--- src/hw/piocip_pkg.sv ---
// Constants for the pin I/O change-interrupt port
package piocip_pkg;
   // ------------------------------------------------------------
   // Geometry
   // ------------------------------------------------------------
   localparam int NLINES   = 9;
   localparam int NLOW     = 8;
   localparam int AW       = 16;
   localparam int DW       = 32;
   localparam int IW       = 14;
   localparam int L8       = 8;
   // ------------------------------------------------------------
   // Register indices (byte address is four times the index)
   // ------------------------------------------------------------
   localparam logic [IW-1:0] IDX_DIR_LOW   = 14'h2004;
   localparam logic [IW-1:0] IDX_DATA_LOW  = 14'h2005;
   localparam logic [IW-1:0] IDX_INTEN_LOW = 14'h2006;
   localparam logic [IW-1:0] IDX_FLAG_LOW  = 14'h2007;
   localparam logic [IW-1:0] IDX_SELECT    = 14'h2010;
   localparam logic [IW-1:0] IDX_DATA_L8   = 14'h2011;
   localparam logic [IW-1:0] IDX_DIR_L8    = 14'h2012;
   localparam logic [IW-1:0] IDX_INTEN_L8  = 14'h2013;
   localparam logic [IW-1:0] IDX_FLAG_L8   = 14'h2014;
   localparam logic [IW-1:0] IDX_IRQFLAGS  = 14'h2015;
   localparam logic [IW-1:0] IDX_SW_TRIP   = 14'h2016;
   localparam logic [IW-1:0] IDX_MODE      = 14'h2017;
   // ------------------------------------------------------------
   // Field positions and reset values
   // ------------------------------------------------------------
   localparam int L8_DATA_BIT   = 0;
   localparam int L8_FUNC_BIT   = 1;
   localparam int IRQ_TRIP_BIT  = 0;
   localparam int IRQ_SYNC_BIT  = 1;
   localparam int MODE_RXSEL    = 4;
   localparam int RX_FIRST_LINE = 4;
   localparam int RX_SECOND_LINE = 2;
   localparam logic [NLOW-1:0] SELECT_RST  = 8'hFF;
   localparam logic [1:0]      DATA_L8_RST = 2'h2;
   localparam logic [NLOW-1:0] ZERO8       = 8'h00;
   localparam logic [1:0]      ZERO2       = 2'h0;
   localparam logic [DW-1:0]   ZERO32      = 32'h0000_0000;
endpackage

--- src/hw/piocip_port.sv ---
// Nine-line I/O port with change interrupts and peripheral interrupt merge
//
// Function
// - Select register bit n gives line n to general I/O when set, else alternate.
// - Power-on reset sets all select bits so lines start as general I/O.
// - Line eight function comes from bit 1 of its data register.
// - Direction registers: cleared bit input, set bit output, nine lines.
// - Any reset clears both direction registers.
// - Data reads return pin levels on input lines and the driven value on output lines; writes drive output lines.
// - Line interrupts need general I/O, enable bit set, and input direction.
// - Both rising and falling transitions count as events.
// - An event sets its change flag and raises the common I/O interrupt.
// - Reading a change flag register returns flags then clears them.
// - Any reset clears both interrupt enable registers.
// - Mode bit 4 picks receive pin; the unused receive line is free I/O.
// - I/O, sync and trip requests merge onto one peripheral interrupt.
// - A rising sync pulse raises the sync interrupt.
// - Trip pin fall, overcurrent, or software trip write raises trip.
// - Active-low interrupt line held while any latched request stays pending.
// - Reading peripheral flags clears trip and sync flags as acknowledgement.
`timescale 1ns/100ps
module piocip_port
   import piocip_pkg::*;
(
   input  wire logic                         i_clk,
   input  wire logic                         i_resetn,
   input  wire logic                         i_psel,
   input  wire logic                         i_penable,
   input  wire logic                         i_pwrite,
   input  wire logic [piocip_pkg::AW-1:0]    i_paddr,
   input  wire logic [piocip_pkg::DW-1:0]    i_pwdata,
   output logic      [piocip_pkg::DW-1:0]    o_prdata,
   output logic                              o_pready,
   output logic                              o_pslverr,
   input  wire logic [piocip_pkg::NLINES-1:0] i_pin,
   output logic      [piocip_pkg::NLINES-1:0] o_pin,
   output logic      [piocip_pkg::NLINES-1:0] o_pin_oe,
   input  wire logic [piocip_pkg::NLINES-1:0] i_alt_out,
   input  wire logic [piocip_pkg::NLINES-1:0] i_alt_oe,
   output logic      [piocip_pkg::NLINES-1:0] o_alt_in,
   output logic                              o_serial_rx,
   input  wire logic                         i_pwm_sync_pulse,
   input  wire logic                         i_pwm_trip_n,
   input  wire logic                         i_overcurrent,
   output logic                              o_io_irq,
   output logic                              o_periph_irq_n
);
   import piocip_pkg::*;

   // ------------------------------------------------------------
   // Declarations
   // ------------------------------------------------------------
   logic [NLOW-1:0]   select_r;
   logic [1:0]        data_l8_r;
   logic [NLOW-1:0]   dir_low_r;
   logic              dir_l8_r;
   logic [NLOW-1:0]   out_low_r;
   logic [NLOW-1:0]   inten_low_r;
   logic              inten_l8_r;
   logic [NLINES-1:0] flags_r;
   logic [NLINES-1:0] flags_nxt;
   logic [1:0]        irqf_r;
   logic [1:0]        irqf_nxt;
   logic [DW-1:0]     rdata_r;
   logic [NLINES-1:0] meta_r;
   logic [NLINES-1:0] sync_r;
   logic [NLINES-1:0] prev_r;
   logic [7:0]        mode_r;
   logic              psync_prev_r;
   logic              trip_prev_r;
   logic              ocur_prev_r;
   logic              irq_n_r;
   logic [NLINES-1:0] func;
   logic [NLINES-1:0] dir;
   logic [NLINES-1:0] outv;
   logic [NLINES-1:0] inten;
   logic [NLINES-1:0] src_en;
   logic [NLINES-1:0] change;
   logic [NLINES-1:0] rd_levels;
   logic              setup;
   logic              access;
   logic              wr;
   logic              rd;
   logic              mapped;
   logic              sync_evt;
   logic              trip_evt;

   // ------------------------------------------------------------
   // Decode
   // ------------------------------------------------------------
   function automatic logic hit(input logic [AW-1:0] addr,
                                input logic [IW-1:0] idx);
      hit = (addr[AW-1:2] == idx) && (addr[1:0] == 2'h0);
   endfunction

   assign setup  = i_psel && !i_penable;
   assign access = i_psel && i_penable;
   assign mapped = hit(i_paddr, IDX_DIR_LOW)   || hit(i_paddr, IDX_DATA_LOW)
                || hit(i_paddr, IDX_INTEN_LOW) || hit(i_paddr, IDX_FLAG_LOW)
                || hit(i_paddr, IDX_SELECT)    || hit(i_paddr, IDX_DATA_L8)
                || hit(i_paddr, IDX_DIR_L8)    || hit(i_paddr, IDX_INTEN_L8)
                || hit(i_paddr, IDX_FLAG_L8)   || hit(i_paddr, IDX_IRQFLAGS)
                || hit(i_paddr, IDX_SW_TRIP)   || hit(i_paddr, IDX_MODE);
   assign wr     = access && i_pwrite && mapped;
   assign rd     = access && !i_pwrite && mapped;

   // Zero wait states; unmapped or misaligned addresses answer with an error
   assign o_pready  = 1'b1;
   assign o_pslverr = access && !mapped;
   assign o_prdata  = rdata_r;

   // ------------------------------------------------------------
   // Per-line views
   // ------------------------------------------------------------
   assign func   = {data_l8_r[L8_FUNC_BIT], select_r};
   assign dir    = {dir_l8_r, dir_low_r};
   assign outv   = {data_l8_r[L8_DATA_BIT], out_low_r};
   assign inten  = {inten_l8_r, inten_low_r};
   assign src_en = func & inten & ~dir;
   assign change = sync_r ^ prev_r;
   // Output lines read back the driven value, inputs the pin level
   assign rd_levels = (dir & outv) | (~dir & sync_r);

   // ------------------------------------------------------------
   // Pin synchroniser
   // ------------------------------------------------------------
   // Two stages guard against metastable pin levels; prev_r gives one flag per edge
   always_ff @(posedge i_clk or negedge i_resetn) begin
      if (!i_resetn) begin
         meta_r <= {NLINES{1'b0}};
         sync_r <= {NLINES{1'b0}};
         prev_r <= {NLINES{1'b0}};
      end else begin
         meta_r <= i_pin;
         sync_r <= meta_r;
         prev_r <= sync_r;
      end
   end

   // ------------------------------------------------------------
   // Configuration registers
   // ------------------------------------------------------------
   always_ff @(posedge i_clk or negedge i_resetn) begin
      if (!i_resetn) begin
         select_r    <= SELECT_RST;
         data_l8_r   <= DATA_L8_RST;
         dir_low_r   <= ZERO8;
         dir_l8_r    <= 1'b0;
         out_low_r   <= ZERO8;
         inten_low_r <= ZERO8;
         inten_l8_r  <= 1'b0;
         mode_r      <= ZERO8;
      end else if (wr) begin
         if (hit(i_paddr, IDX_SELECT)) begin
            select_r <= i_pwdata[NLOW-1:0];
         end
         if (hit(i_paddr, IDX_DATA_L8)) begin
            data_l8_r <= i_pwdata[1:0];
         end
         if (hit(i_paddr, IDX_DIR_LOW)) begin
            dir_low_r <= i_pwdata[NLOW-1:0];
         end
         if (hit(i_paddr, IDX_DIR_L8)) begin
            dir_l8_r <= i_pwdata[0];
         end
         if (hit(i_paddr, IDX_DATA_LOW)) begin
            out_low_r <= i_pwdata[NLOW-1:0];
         end
         if (hit(i_paddr, IDX_INTEN_LOW)) begin
            inten_low_r <= i_pwdata[NLOW-1:0];
         end
         if (hit(i_paddr, IDX_INTEN_L8)) begin
            inten_l8_r <= i_pwdata[0];
         end
         if (hit(i_paddr, IDX_MODE)) begin
            mode_r <= i_pwdata[7:0];
         end
      end
   end

   // ------------------------------------------------------------
   // Read data, captured in the setup cycle
   // ------------------------------------------------------------
   always_ff @(posedge i_clk or negedge i_resetn) begin
      if (!i_resetn) begin
         rdata_r <= ZERO32;
      end else if (setup && !i_pwrite) begin
         rdata_r <= ZERO32;
         if (hit(i_paddr, IDX_SELECT))    rdata_r[NLOW-1:0] <= select_r;
         if (hit(i_paddr, IDX_DATA_L8))   rdata_r[1:0] <= {data_l8_r[L8_FUNC_BIT], rd_levels[L8]};
         if (hit(i_paddr, IDX_DIR_LOW))   rdata_r[NLOW-1:0] <= dir_low_r;
         if (hit(i_paddr, IDX_DIR_L8))    rdata_r[0] <= dir_l8_r;
         if (hit(i_paddr, IDX_DATA_LOW))  rdata_r[NLOW-1:0] <= rd_levels[NLOW-1:0];
         if (hit(i_paddr, IDX_INTEN_LOW)) rdata_r[NLOW-1:0] <= inten_low_r;
         if (hit(i_paddr, IDX_INTEN_L8))  rdata_r[0] <= inten_l8_r;
         if (hit(i_paddr, IDX_FLAG_LOW))  rdata_r[NLOW-1:0] <= flags_r[NLOW-1:0];
         if (hit(i_paddr, IDX_FLAG_L8))   rdata_r[0] <= flags_r[L8];
         if (hit(i_paddr, IDX_IRQFLAGS))  rdata_r[1:0] <= irqf_r;
         if (hit(i_paddr, IDX_MODE))      rdata_r[7:0] <= mode_r;
      end
   end

   // ------------------------------------------------------------
   // Change flags
   // ------------------------------------------------------------
   // Only the bits reported in the setup cycle are cleared, so an event that
   // lands between setup and access, or on the access edge, is kept.
   always_comb begin
      flags_nxt = flags_r;
      if (rd && hit(i_paddr, IDX_FLAG_LOW)) begin
         flags_nxt[NLOW-1:0] = flags_r[NLOW-1:0] & ~rdata_r[NLOW-1:0];
      end
      if (rd && hit(i_paddr, IDX_FLAG_L8)) begin
         flags_nxt[L8] = flags_r[L8] & ~rdata_r[0];
      end
      flags_nxt = flags_nxt | (change & src_en);
   end

   always_ff @(posedge i_clk or negedge i_resetn) begin
      if (!i_resetn) begin
         flags_r <= {NLINES{1'b0}};
      end else begin
         flags_r <= flags_nxt;
      end
   end

   // ------------------------------------------------------------
   // Sync and trip sources
   // ------------------------------------------------------------
   assign sync_evt = i_pwm_sync_pulse && !psync_prev_r;
   assign trip_evt = (trip_prev_r && !i_pwm_trip_n)
                  || (i_overcurrent && !ocur_prev_r)
                  || (wr && hit(i_paddr, IDX_SW_TRIP));

   always_ff @(posedge i_clk or negedge i_resetn) begin
      if (!i_resetn) begin
         psync_prev_r <= 1'b0;
         // Trip pin idles high; a high reset value makes a pin already low at reset release count as a trip edge
         trip_prev_r  <= 1'b1;
         ocur_prev_r  <= 1'b0;
      end else begin
         psync_prev_r <= i_pwm_sync_pulse;
         trip_prev_r  <= i_pwm_trip_n;
         ocur_prev_r  <= i_overcurrent;
      end
   end

   always_comb begin
      irqf_nxt = irqf_r;
      if (rd && hit(i_paddr, IDX_IRQFLAGS)) begin
         irqf_nxt = irqf_r & ~rdata_r[1:0];
      end
      if (trip_evt) irqf_nxt[IRQ_TRIP_BIT] = 1'b1;
      if (sync_evt) irqf_nxt[IRQ_SYNC_BIT] = 1'b1;
   end

   always_ff @(posedge i_clk or negedge i_resetn) begin
      if (!i_resetn) begin
         irqf_r <= ZERO2;
      end else begin
         irqf_r <= irqf_nxt;
      end
   end

   // ------------------------------------------------------------
   // Interrupt outputs
   // ------------------------------------------------------------
   always_ff @(posedge i_clk or negedge i_resetn) begin
      if (!i_resetn) begin
         irq_n_r <= 1'b1;
      end else begin
         irq_n_r <= !((|flags_r) || (|irqf_r));
      end
   end

   assign o_io_irq       = |flags_r;
   assign o_periph_irq_n = irq_n_r;

   // ------------------------------------------------------------
   // Pin drivers and alternate-function routing
   // ------------------------------------------------------------
   // Registered so a select write cannot glitch the pins between functions
   always_ff @(posedge i_clk or negedge i_resetn) begin
      if (!i_resetn) begin
         o_pin       <= {NLINES{1'b0}};
         o_pin_oe    <= {NLINES{1'b0}};
         o_alt_in    <= {NLINES{1'b0}};
         o_serial_rx <= 1'b0;
      end else begin
         o_pin       <= (func & outv) | (~func & i_alt_out);
         o_pin_oe    <= (func & dir) | (~func & i_alt_oe);
         o_alt_in    <= sync_r;
         // Receive pin choice; the other receive line stays usable as I/O
         o_serial_rx <= mode_r[MODE_RXSEL] ? sync_r[RX_SECOND_LINE]
                                           : sync_r[RX_FIRST_LINE];
      end
   end

   // ------------------------------------------------------------
   // Assertions
   // ------------------------------------------------------------
   localparam int WATCH_LINE = 4;   // A line that the bench uses as an interrupt source
   property p_oe_dir;
      @(posedge i_clk) disable iff (!i_resetn)
      (func[0] && dir[0]) |=> o_pin_oe[0];
   endproperty
   a_oe_dir: assert property (p_oe_dir) else $error("output line not enabled");

   property p_alt_route;
      @(posedge i_clk) disable iff (!i_resetn)
      !func[3] |=> (o_pin[3] == $past(i_alt_out[3]));
   endproperty
   a_alt_route: assert property (p_alt_route) else $error("alternate output not routed");

   property p_flag_set;
      @(posedge i_clk) disable iff (!i_resetn)
      (change[WATCH_LINE] && src_en[WATCH_LINE]) |=> flags_r[WATCH_LINE] ##1 !o_periph_irq_n;
   endproperty
   a_flag_set: assert property (p_flag_set) else $error("change not flagged");

   property p_flag_src;
      @(posedge i_clk) disable iff (!i_resetn)
      $rose(flags_r[L8]) |-> $past(src_en[L8] && change[L8]);
   endproperty
   a_flag_src: assert property (p_flag_src) else $error("flag from disabled line");

   property p_flag_clr;
      @(posedge i_clk) disable iff (!i_resetn)
      (rd && hit(i_paddr, IDX_FLAG_LOW) && !(|(change & src_en))
          && ((flags_r[NLOW-1:0] & ~rdata_r[NLOW-1:0]) == ZERO8))
         |=> (flags_r[NLOW-1:0] == ZERO8);
   endproperty
   a_flag_clr: assert property (p_flag_clr) else $error("flags not cleared by read");

   property p_sync_irq;
      @(posedge i_clk) disable iff (!i_resetn)
      (i_pwm_sync_pulse && !psync_prev_r) |=> irqf_r[IRQ_SYNC_BIT] ##1 !o_periph_irq_n;
   endproperty
   a_sync_irq: assert property (p_sync_irq) else $error("sync edge missed");

   property p_sw_trip;
      @(posedge i_clk) disable iff (!i_resetn)
      (wr && hit(i_paddr, IDX_SW_TRIP)) |=> irqf_r[IRQ_TRIP_BIT];
   endproperty
   a_sw_trip: assert property (p_sw_trip) else $error("software trip missed");

   property p_ack;
      @(posedge i_clk) disable iff (!i_resetn)
      (rd && hit(i_paddr, IDX_IRQFLAGS) && !sync_evt && !trip_evt && !(|flags_r)
          && !(|(change & src_en)) && ((irqf_r & ~rdata_r[1:0]) == ZERO2))
         |=> (irqf_r == ZERO2) ##1 o_periph_irq_n;
   endproperty
   a_ack: assert property (p_ack) else $error("acknowledge did not release line");

   property p_hold;
      @(posedge i_clk) disable iff (!i_resetn)
      (|irqf_r) |=> !o_periph_irq_n;
   endproperty
   a_hold: assert property (p_hold) else $error("pending request not signalled");

   property p_rx_sel;
      @(posedge i_clk) disable iff (!i_resetn)
      mode_r[MODE_RXSEL] |=> (o_serial_rx == $past(sync_r[RX_SECOND_LINE]));
   endproperty
   a_rx_sel: assert property (p_rx_sel) else $error("second receive pin not selected");

   c_pio_irq:  cover property (@(posedge i_clk) disable iff (!i_resetn) $rose(o_io_irq));
   c_trip_pin: cover property (@(posedge i_clk) disable iff (!i_resetn) $fell(i_pwm_trip_n) ##1 irqf_r[0]);
   c_flag_rd:  cover property (@(posedge i_clk) disable iff (!i_resetn) rd && hit(i_paddr, IDX_FLAG_L8));
   c_sync_irq: cover property (@(posedge i_clk) disable iff (!i_resetn) sync_evt ##1 irqf_r[IRQ_SYNC_BIT]);
   c_sw_trip:  cover property (@(posedge i_clk) disable iff (!i_resetn) wr && hit(i_paddr, IDX_SW_TRIP));
endmodule

--- config.mk ---
export PLATFORM = sky130hd
export DESIGN_NAME = piocip_port
export DESIGN_NICKNAME = d
export VERILOG_FILES = /design/src/hw/piocip_pkg.sv /design/src/hw/piocip_port.sv
export SDC_FILE = /design/constraint.sdc
export NUM_CORES = 1
export LEC_CHECK = 0
export ABC_CLOCK_PERIOD_IN_PS = 1400
export BUFFER_PORTS_ARGS = -buffer_cell sky130_fd_sc_hd__buf_2
export CAP_MARGIN = 15
export CORE_ASPECT_RATIO = 0.5
export CORE_MARGIN = 2
export CORE_UTILIZATION = 40
export DETAILED_ROUTE_END_ITERATION = 16
export SLEW_MARGIN = 20
export SYNTH_ARGS = -nofsm -noshare
export SYNTH_HDL_FRONTEND = slang
export SYNTH_SLANG_ARGS = --single-unit
--- constraint.sdc ---
create_clock -name i_clk -period 1.4 [get_ports i_clk]
set_input_delay 0.28 -clock i_clk [delete_from_list [all_inputs] [get_ports i_clk]]
set_output_delay 0.28 -clock i_clk [all_outputs]
set_load 0.05 [all_outputs]
==> results.yml, run 1 <==
yosys:
  yosys.area_share.simple: 0.128
  synth_ff_type: "dfrtp_1"
  postSynthCellCount: 411
  yosysMostFrequentCell: "dfrtp_1"
  yosys-top-cells-count: "102 x dfrtp_1, 63 x mux2_2, 25 x buf_4"
  muxShareOfSynthArea: 0.157
  ys_seq_area_frac: 0.557
  synth_xor_area_frac: 0.0155
  ys_async_sr_fraction: 1.00
  synth-compound-area-share: 0.0893
  syn_avg_cell_area_um2: 12.4
  synthDistinctLibCells: 55
  yosysTopAreaCellShare: 0.501
  yosys_warnings: 0
  yosysTopAreaCell: "dfrtp_1"
  synth_fa_ha_area_frac: 0
  ys_ff_latch: 113
  ys_top_cells_by_area: "dfrtp_1 50%, mux2_2 14%, dfstp_2 5.7%, buf_4 3.7%, nand3_1 2.2%"
  synth_edf_count: 0
  syn_area_um2: 5100
  synth_top_family_by_area: "multiplexers"
sta:
  drv_slew: 0
  setup_ws_ns: -0.410
  rsz0062_at_grt: "true"
  timing.final.crit_share: 1.29
  whs_ns: 0.0940
  hold_viol: 0
  min_period_ns: 1.81
  setup_viol: 53
  final.setup.tns_ns: -16.74
  fmax_mhz: 552
  skew_ns: 0.00483
cts:
  clock_sinks: 113
  tritoncts: "done"
  htreeDepth: 4
  clk_pin_slew_ns: 0.05
  cts-buffers-inserted: 17
  cts_buffer_depth: 2
  clk_latency_ns: 0.41
  cts-root-buf: "clkbuf_16"
global_route:
  use_met3: 0.0681
  grtUsageMet1: 0.327
  grt_pass1_wl_mm: 23.7
  use_met2: 0.346
  antenna_found_initial: 0
  grt_start_max_net_pins: 61
  grt.busiest_layer: "met2"
  grt_pass1_vias: 4262
  grtUsageTotal: 0.232
  grt-ovfl-total: 0
pwr:
  power.leakage_nw: 3.53
  power_w: 0.00866
  vdd_drop_max_mv: 0.769
  power_density_nw_per_um2: 1130
detailed_routing:
  vias: 4172
  totalWireLength_mm: 14.9
  drt_iter0_drc: 222
  ant_nets: 0
  routedWlPerCell_um: 18.7
  drt_pass1_iterations: 5
  avgViaCountPerCell: 5.25
  drc: 0
outcome:
  violations: "setup timing"
  status: "finished, violations left"
floorplanning:
  die_area_um2: 13700
  initial_core_util: 0.406
  coreArea_um2: 12600
  rows: 29
  die_h_um: 83.8
  ios: 147
  chipWidth_um: 164
placement:
  dpl.hpwl_mm: 10.1
  port_buffers: 97
  gp_congestion: 0.888
  placedCellCount: 736
critical_path:
  critPathCapture: "out_low_r[6]"
  critPathLaunchType: "input port"
  cp-startpoint: "i_paddr[1]"
  reg2regPathDepth: 5
  r2r_end: "o_prdata[0]"
  rrSetupSlack_ns: 0
  crit_type: "input port to flop"
  worstPathRequired_ns: 1.70
  r2r-start: "dir_l8_r"
  end_kind: "flop"
  cp.arrival_ns: 2.11
  critPathMaxFanout: 7
finish:
  area_growth_syn_to_layout_pct: 49.7
  nNetsFinal: 695
  fin_cells: 795
  drive_gt1_frac: 0.528
  diodes: 0
min_path:
  hold_path.class: "input port to flop"
flow_run:
  cap_viol_max_count: 0
-- logic make-up after synthesis --
family,Yosys count
AO/OA/AOI/OAI,64
XOR/XNOR,9
buffers and inverters,42
flip-flops,113
multiplexers,72
other,2
AND/OR/NAND/NOR,109
-- how the worst min path moves through the flow --
stage | start | to | slack [ns] | cells after the start
after global placement | i_resetn | meta_r[2] | 0.31 | 2
after CTS | i_alt_oe[1] | o_pin_oe[1] | 0.08 | 2
after detailed placement | i_resetn | meta_r[2] | 0.32 | 2
after floorplan | i_resetn | data_l8_r[0] | -0.02 | 0
after global routing | i_alt_out[5] | o_pin[5] | 0.08 | 2
final | i_alt_oe[1] | o_pin_oe[1] | 0.09 | 2
-- flip-flops by register name (all words and copies together), names as in the netlist, 2 cells and up --
name / cells
select_r: 8
dir_low_r: 8
flags_r: 9
data_l8_r: 2
o_pin_oe: 9
sync_r: 9
mode_r: 8
o_pin: 9
out_low_r: 8
inten_low_r: 8
irqf_r: 2
meta_r: 9
o_prdata: 8
o_alt_in: 9
-- area by class of cell --
cell class	instances	area, µm²
clock inverters	11	138
fillers	1003	4920
flip-flops and latches	113	2840
inverters	6	22.5
multi-input cells	279	2480
clock buffers	21	450
well taps	170	213
repair buffers	195	1490
-- where the power goes --
part	internal (W)	switching [W]
Clock	0.00282	0.00148
Combinational	0.000294	0.000653
Sequential	0.00336	0.0000487
Total	0.00647	0.00218
-- layout by cell type, fill, tap and decap left out, types with 4 or more instances in the layout --
cell type      instances
a21o_1                 6
a21oi_1                8
a221oi_2               4
buf_12                 5
buf_2                 85
buf_4                 57
buf_6                 31
clkbuf_16             17
clkinv_2               5
conb_1                25
dfrtp_1              101
dfstp_2               11
dlygate4sd3_1         13
inv_1                  6
mux2_2                19
mux2_4                44
mux2i_1                9
nand2_1               15
nand3_1               14
nand3_2                8
nand4_1                6
nor2_1                18
nor3_1                 6
nor3_2                 4
nor3_4                 6
o21ai_0                6
o21ai_1                5
o22ai_1                4
o2bb2ai_1              7
xnor2_1                5
xor2_1                 4
-- what timing repair did --
item | CTS | global route
pin swaps | 15 | 18
gates resized for setup | 103 | 23
hold buffers | 13 | 0
setup endpoints to repair | 65 | 67
buffers inserted | 11 | 7
endpoints found under the hold margin | 114 | 0
gates cloned | 2 | 0
-- layer usage --
layer / wire [µm] / up-vias
li1: - / 1867
met1: 6940 / 2128
met2: 6850 / 158
met3: 890 / 19
met4: 195 / 0
met5: 0 / -
-- worst max-delay path, cell delays in order --
cell     delay, ns
buf_6         0.10
nor4_4        0.32
nand3_2       0.13
or3_4         0.43
buf_8         0.16
nor3_4        0.19
buf_12        0.18
mux2_4        0.30
-- stage by stage --
stage / area (µm²) / setup WS [ns] / utilization
2_1_floorplan: 5310 / -0.662 / -
3_3_place_gp: 6350 / -0.795 / 0.506
3_5_place_dp: 6350 / -0.822 / 0.506
4_1_cts: 7550 / -0.384 / 0.601
5_1_grt: 7630 / -0.466 / 0.608
6_report: 7630 / -0.410 / 0.608
(Power assumes the default switching activity.)
==> run 2: changes to the inputs <==
--- a/config.mk
+++ b/config.mk
@@ -5,13 +5,12 @@
 export SDC_FILE = /design/constraint.sdc
 export NUM_CORES = 1
 export LEC_CHECK = 0
-export ABC_CLOCK_PERIOD_IN_PS = 1400
-export BUFFER_PORTS_ARGS = -buffer_cell sky130_fd_sc_hd__buf_2
 export CAP_MARGIN = 15
 export CORE_ASPECT_RATIO = 0.5
 export CORE_MARGIN = 2
 export CORE_UTILIZATION = 40
 export DETAILED_ROUTE_END_ITERATION = 16
+export DONT_BUFFER_PORTS = 1
 export SLEW_MARGIN = 20
 export SYNTH_ARGS = -nofsm -noshare
 export SYNTH_HDL_FRONTEND = slang
==> constraint.sdc (replaced) <==
create_clock -name i_clk -period 1.4 [get_ports i_clk]
set_input_delay 0.07 -clock i_clk [delete_from_list [all_inputs] [get_ports i_clk]]
set_output_delay 0.07 -clock i_clk [all_outputs]
set_load 0.05 [all_outputs]
==> results.yml, run 2 (synthesis results as in run 1) <==
finish:
  diodes: 0
  area_growth_syn_to_layout_pct: 33.4
  final_cell_mix: "98 x dfrtp_1, 51 x buf_4, 39 x dlygate4sd3_1"
  final_common_cell: "dfrtp_1"
  drive_gt1_frac: 0.347
  nNetsFinal: 598
floorplanning:
  ios: 147
  initial_core_util: 0.406
  die_h_um: 83.8
  coreArea_um2: 12600
  chipWidth_um: 164
  die_area_um2: 13700
  rows: 29
detailed_routing:
  vias: 3744
  drc: 0
  ant_nets: 0
  drt_pass1_iterations: 5
  totalWireLength_mm: 14.2
  drt_iter0_drc: 378
  avgViaCountPerCell: 5.39
  routedWlPerCell_um: 20.4
global_route:
  grt_pass1_vias: 3830
  grt-ovfl-total: 0
  antenna_found_initial: 0
  grtUsageTotal: 0.216
  grt_pass1_wl_mm: 22.1
  grt_start_max_net_pins: 114
critical_path:
  crit_path_max_incr_delay_ns: 0.41
  cp_slowest_cell: "dfrtp_1"
  crit_type: "flop to output port"
  end_kind: "output port"
  critPathLaunchType: "flop"
  crit_buf_inv: 1
  path_cells: "nor4_4 > nand3_2 > buf_6"
  cp-startpoint: "flags_r[6]"
  r2r-start: "dir_low_r[7]"
  crit_family: "simple AND/OR/NAND/NOR gates"
  worstPathRequired_ns: 1.33
  cp.arrival_ns: 1.42
  critPathMaxFanout: 2
outcome:
  violations: "hold timing, setup timing"
  status: "finished, violations left"
pwr:
  power.leakage_nw: 2.99
  power_density_nw_per_um2: 1190
  vdd_drop_max_mv: 0.575
cts:
  cts-root-buf: "clkbuf_16"
  tritoncts: "done"
  htreeDepth: 4
  clock_sinks: 113
  cts_buffer_depth: 2
  cts-buffers-inserted: 17
  clk_latency_ns: 0.41
  holdBufCountCts: 39
  clk_pin_slew_ns: 0.05
sta:
  timing.final.crit_share: 1.06
  drv_slew: 0
  setup_viol: 19
  min_period_ns: 1.49
  setup_ws_ns: -0.0851
  hold_viol: 113
  whs_ns: -0.644
  fmax_mhz: 673
  skew_ns: 0.0106
  rsz0062_at_grt: "true"
placement:
  dp_slack_ns: -0.472
  gp_congestion: 0.896
  dpl.hpwl_mm: 9.36
  port_buffers: 0
flow_run:
  cap_viol_max_count: 0
min_path:
  hold_path.class: "input port to async pin"
-- run 2: layer usage --
metal	part of all wire	track usage	up-vias
met2	0.45	0.307	165
met1	0.47	0.314	1897
li1	-	-	1670
met5	0	0	-
met3	0.072	0.0626	12
met4	0.0076	0.0774	0
-- run 2: metrics by stage --
step	power, W	utilization	TNS [ns]	cell area, µm²	cells
floorplan	0.00401	-	-17.01	5270	434
global placement	0.00405	0.453	-18.45	5680	622
detailed placement	0.00406	0.453	-19.79	5680	622
CTS	0.00818	0.532	-0.134	6670	692
global route	0.00839	0.542	-1.54	6800	694
finish	0.00812	0.542	-0.526	6800	694
-- run 2: area by class of cell --
class / count / area [µm²]
Tap cell: 170 / 213
Multi-Input combinational cell: 279 / 2260
Sequential cell: 113 / 2850
Clock buffer: 22 / 484
Timing Repair Buffer: 98 / 912
Inverter: 6 / 22.5
Clock inverter: 6 / 58.8
Fill cell: 1078 / 5750
-- run 2: worst paths after layout --
check                      slack, ns  depth (start not counted)           to
setup / recovery               -0.09                          3     o_io_irq
hold / removal                 -0.64                          0     o_pin[7]
setup reg to reg                0.08                          4  o_prdata[7]
hold reg to reg                 0.34                          0    sync_r[1]
max in group asynchronous       1.77                          0  trip_prev_r
min in group i_clk              0.03                          4    irqf_r[0]
-- run 2: power by group --
group	switching, W	internal (W)	total [W]	leakage (nW)
clock	0.00142	0.00257	0.00399	0.273
combinational	0.000396	0.000209	0.000605	1.33
sequential	0.000160	0.00336	0.00352	1.38
-- run 2: what timing repair did --
| item | in CTS | in global routing |
|---|---|---|
| cloned | 0 | 1 |
| buffers inserted | 3 | 1 |
| endpoints found under the setup margin | 23 | 31 |
| resized for setup | 8 | 25 |
| pin swaps | 2 | 2 |
| endpoints found under the hold margin | 191 | 113 |
==> run 3: changes to the inputs <==
--- a/config.mk
+++ b/config.mk
@@ -6,7 +6,7 @@
 export NUM_CORES = 1
 export LEC_CHECK = 0
 export CAP_MARGIN = 15
-export CORE_ASPECT_RATIO = 0.5
+export CORE_ASPECT_RATIO = 0.7
 export CORE_MARGIN = 2
 export CORE_UTILIZATION = 40
 export DETAILED_ROUTE_END_ITERATION = 16
==> results.yml, run 3 (synthesis results as in run 1) <==
critical_path:
  critPathLaunchType: "flop"
  critPathMaxFanout: 2
  end_kind: "output port"
  crit_type: "flop to output port"
  worstPathRequired_ns: 1.33
  cp.arrival_ns: 1.48
sta:
  hold_viol: 113
  min_period_ns: 1.55
  setup_ws_ns: -0.153
  whs_ns: -0.642
  fmax_mhz: 644
  skew_ns: 0.00835
  drv_slew: 0
  timing.final.crit_share: 1.11
  rsz0062_at_grt: "true"
  setup_viol: 25
finish:
  fillers: 1063
  final_common_cell: "dfrtp_1"
  final_cell_mix: "101 x dfrtp_1, 57 x buf_4, 40 x dlygate4sd3_1"
  multiInputGateArea_um2: 2280
  fin_area_um2: 6980
  drive_gt1_frac: 0.361
  seq_area_um2: 2840
  area_growth_syn_to_layout_pct: 37.0
  diodes: 0
  nNetsFinal: 608
placement:
  dpl.hpwl_mm: 9.77
  port_buffers: 0
  dpl_cell_area_um2: 5740
  gp_congestion: 0.919
cts:
  clk_pin_slew_ns: 0.05
  cts-root-buf: "clkbuf_16"
  holdBufCountCts: 40
  clk_latency_ns: 0.41
  tritoncts: "done"
  clock_sinks: 113
  htreeDepth: 4
  cts-buffers-inserted: 17
  cts_buffer_depth: 2
floorplanning:
  coreArea_um2: 12400
  die_area_um2: 13700
  initial_core_util: 0.410
  ios: 147
  die_h_um: 98.5
  chipWidth_um: 139
  rows: 34
global_route:
  grt_pass1_wl_mm: 22.5
  antenna_found_initial: 0
  grt_start_max_net_pins: 114
  grtUsageTotal: 0.218
  grt-ovfl-total: 0
  grt_pass1_vias: 3907
pwr:
  switchingPower_w: 0.00204
  power_density_nw_per_um2: 1270
  p_clk_frac: 0.533
  vdd_drop_max_mv: 1.09
  pwr-share-seq: 0.398
  combPwrFrac: 0.069
  swShare: 0.231
  p_int_w: 0.00679
  power.leakage_nw: 3.08
detailed_routing:
  avgViaCountPerCell: 5.37
  drc: 0
  routedWlPerCell_um: 20.5
  drt_iter0_drc: 365
  ant_nets: 0
  totalWireLength_mm: 14.3
  drt_pass1_iterations: 4
  vias: 3752
min_path:
  hold_path.class: "input port to async pin"
outcome:
  status: "finished, violations left"
  violations: "hold timing, setup timing"
flow_run:
  cap_viol_max_count: 0
-- run 3: cell count changes in the layout (fill, tap and decap cells not counted), moves of 3 or more --
cell / delta
buf_4: +6
dfrtp_1: +3
nor3_2: +4
dfrtp_2: -3
nor3_1: -5
bufinv_16: +4
-- run 3: what timing repair did --
action | in CTS | in global routing
endpoints found under the hold margin | 191 | 113
gates resized for setup | 22 | 17
setup buffers | 3 | 2
pin swaps | 4 | 4
endpoints found under the setup margin | 16 | 47
cloned | 1 | 0
-- run 3: power by group through the flow --
stage | Sequential [W] | Combinational, W | Clock [W]
finish | 0.00352 | 0.000613 | 0.00471
global route | 0.00352 | 0.000646 | 0.00493
detailed placement | 0.00357 | 0.000494 | 0
floorplan | 0.00365 | 0.000356 | 0
CTS | 0.00352 | 0.000608 | 0.00477
global placement | 0.00357 | 0.000492 | 0
-- run 3: area by class of cell --
type	count	share of cell area
sequential	113	0.407
clock buffer	20	0.0654
tap	162	0.0290
inverter	6	0.00322
timing repair buffer	108	0.142
multi-input combinational	279	0.326
clock inverter	11	0.0265
-- run 3: path summary, 6_finish.rpt --
check,start,endpoint,slack (ns),cells past startpoint
setup / recovery,flags_r[6],o_io_irq,-0.15,3
hold / removal,i_resetn,meta_r[4],-0.64,0
setup reg to reg,dir_l8_r,o_prdata[0],0.09,5
hold reg to reg,meta_r[8],sync_r[8],0.34,0
max in group asynchronous,i_resetn,select_r[3],1.80,0
min in group i_clk,i_paddr[3],o_prdata[3],0.03,3
-- run 3: metrics by stage --
stage,util,std cells,power [W],TNS (ns),worst slack [ns]
after floorplan,-,434,0.00401,-17.01,-0.452
after global placement,0.462,622,0.00406,-20.44,-0.448
after detailed placement,0.462,622,0.00406,-20.69,-0.473
after CTS,0.556,697,0.00890,-0.343,-0.144
after global routing,0.562,699,0.00910,-2.24,-0.201
final,0.562,699,0.00884,-1.35,-0.153
-- run 3: worst max-delay path, cell delays in order, from the launching register on --
cell and delay (ns):
dfrtp_1 0.40, nor4_2 0.29, nand3_2 0.18, buf_6 0.20
-- run 3: routing by layer --
layer / track usage / up-vias / share of wire
li1: - / 1697 / -
met1: 0.310 / 1877 / 0.45
met2: 0.318 / 163 / 0.44
met3: 0.0671 / 15 / 0.094
met4: 0.0769 / 0 / 0.013
met5: 0 / - / 0
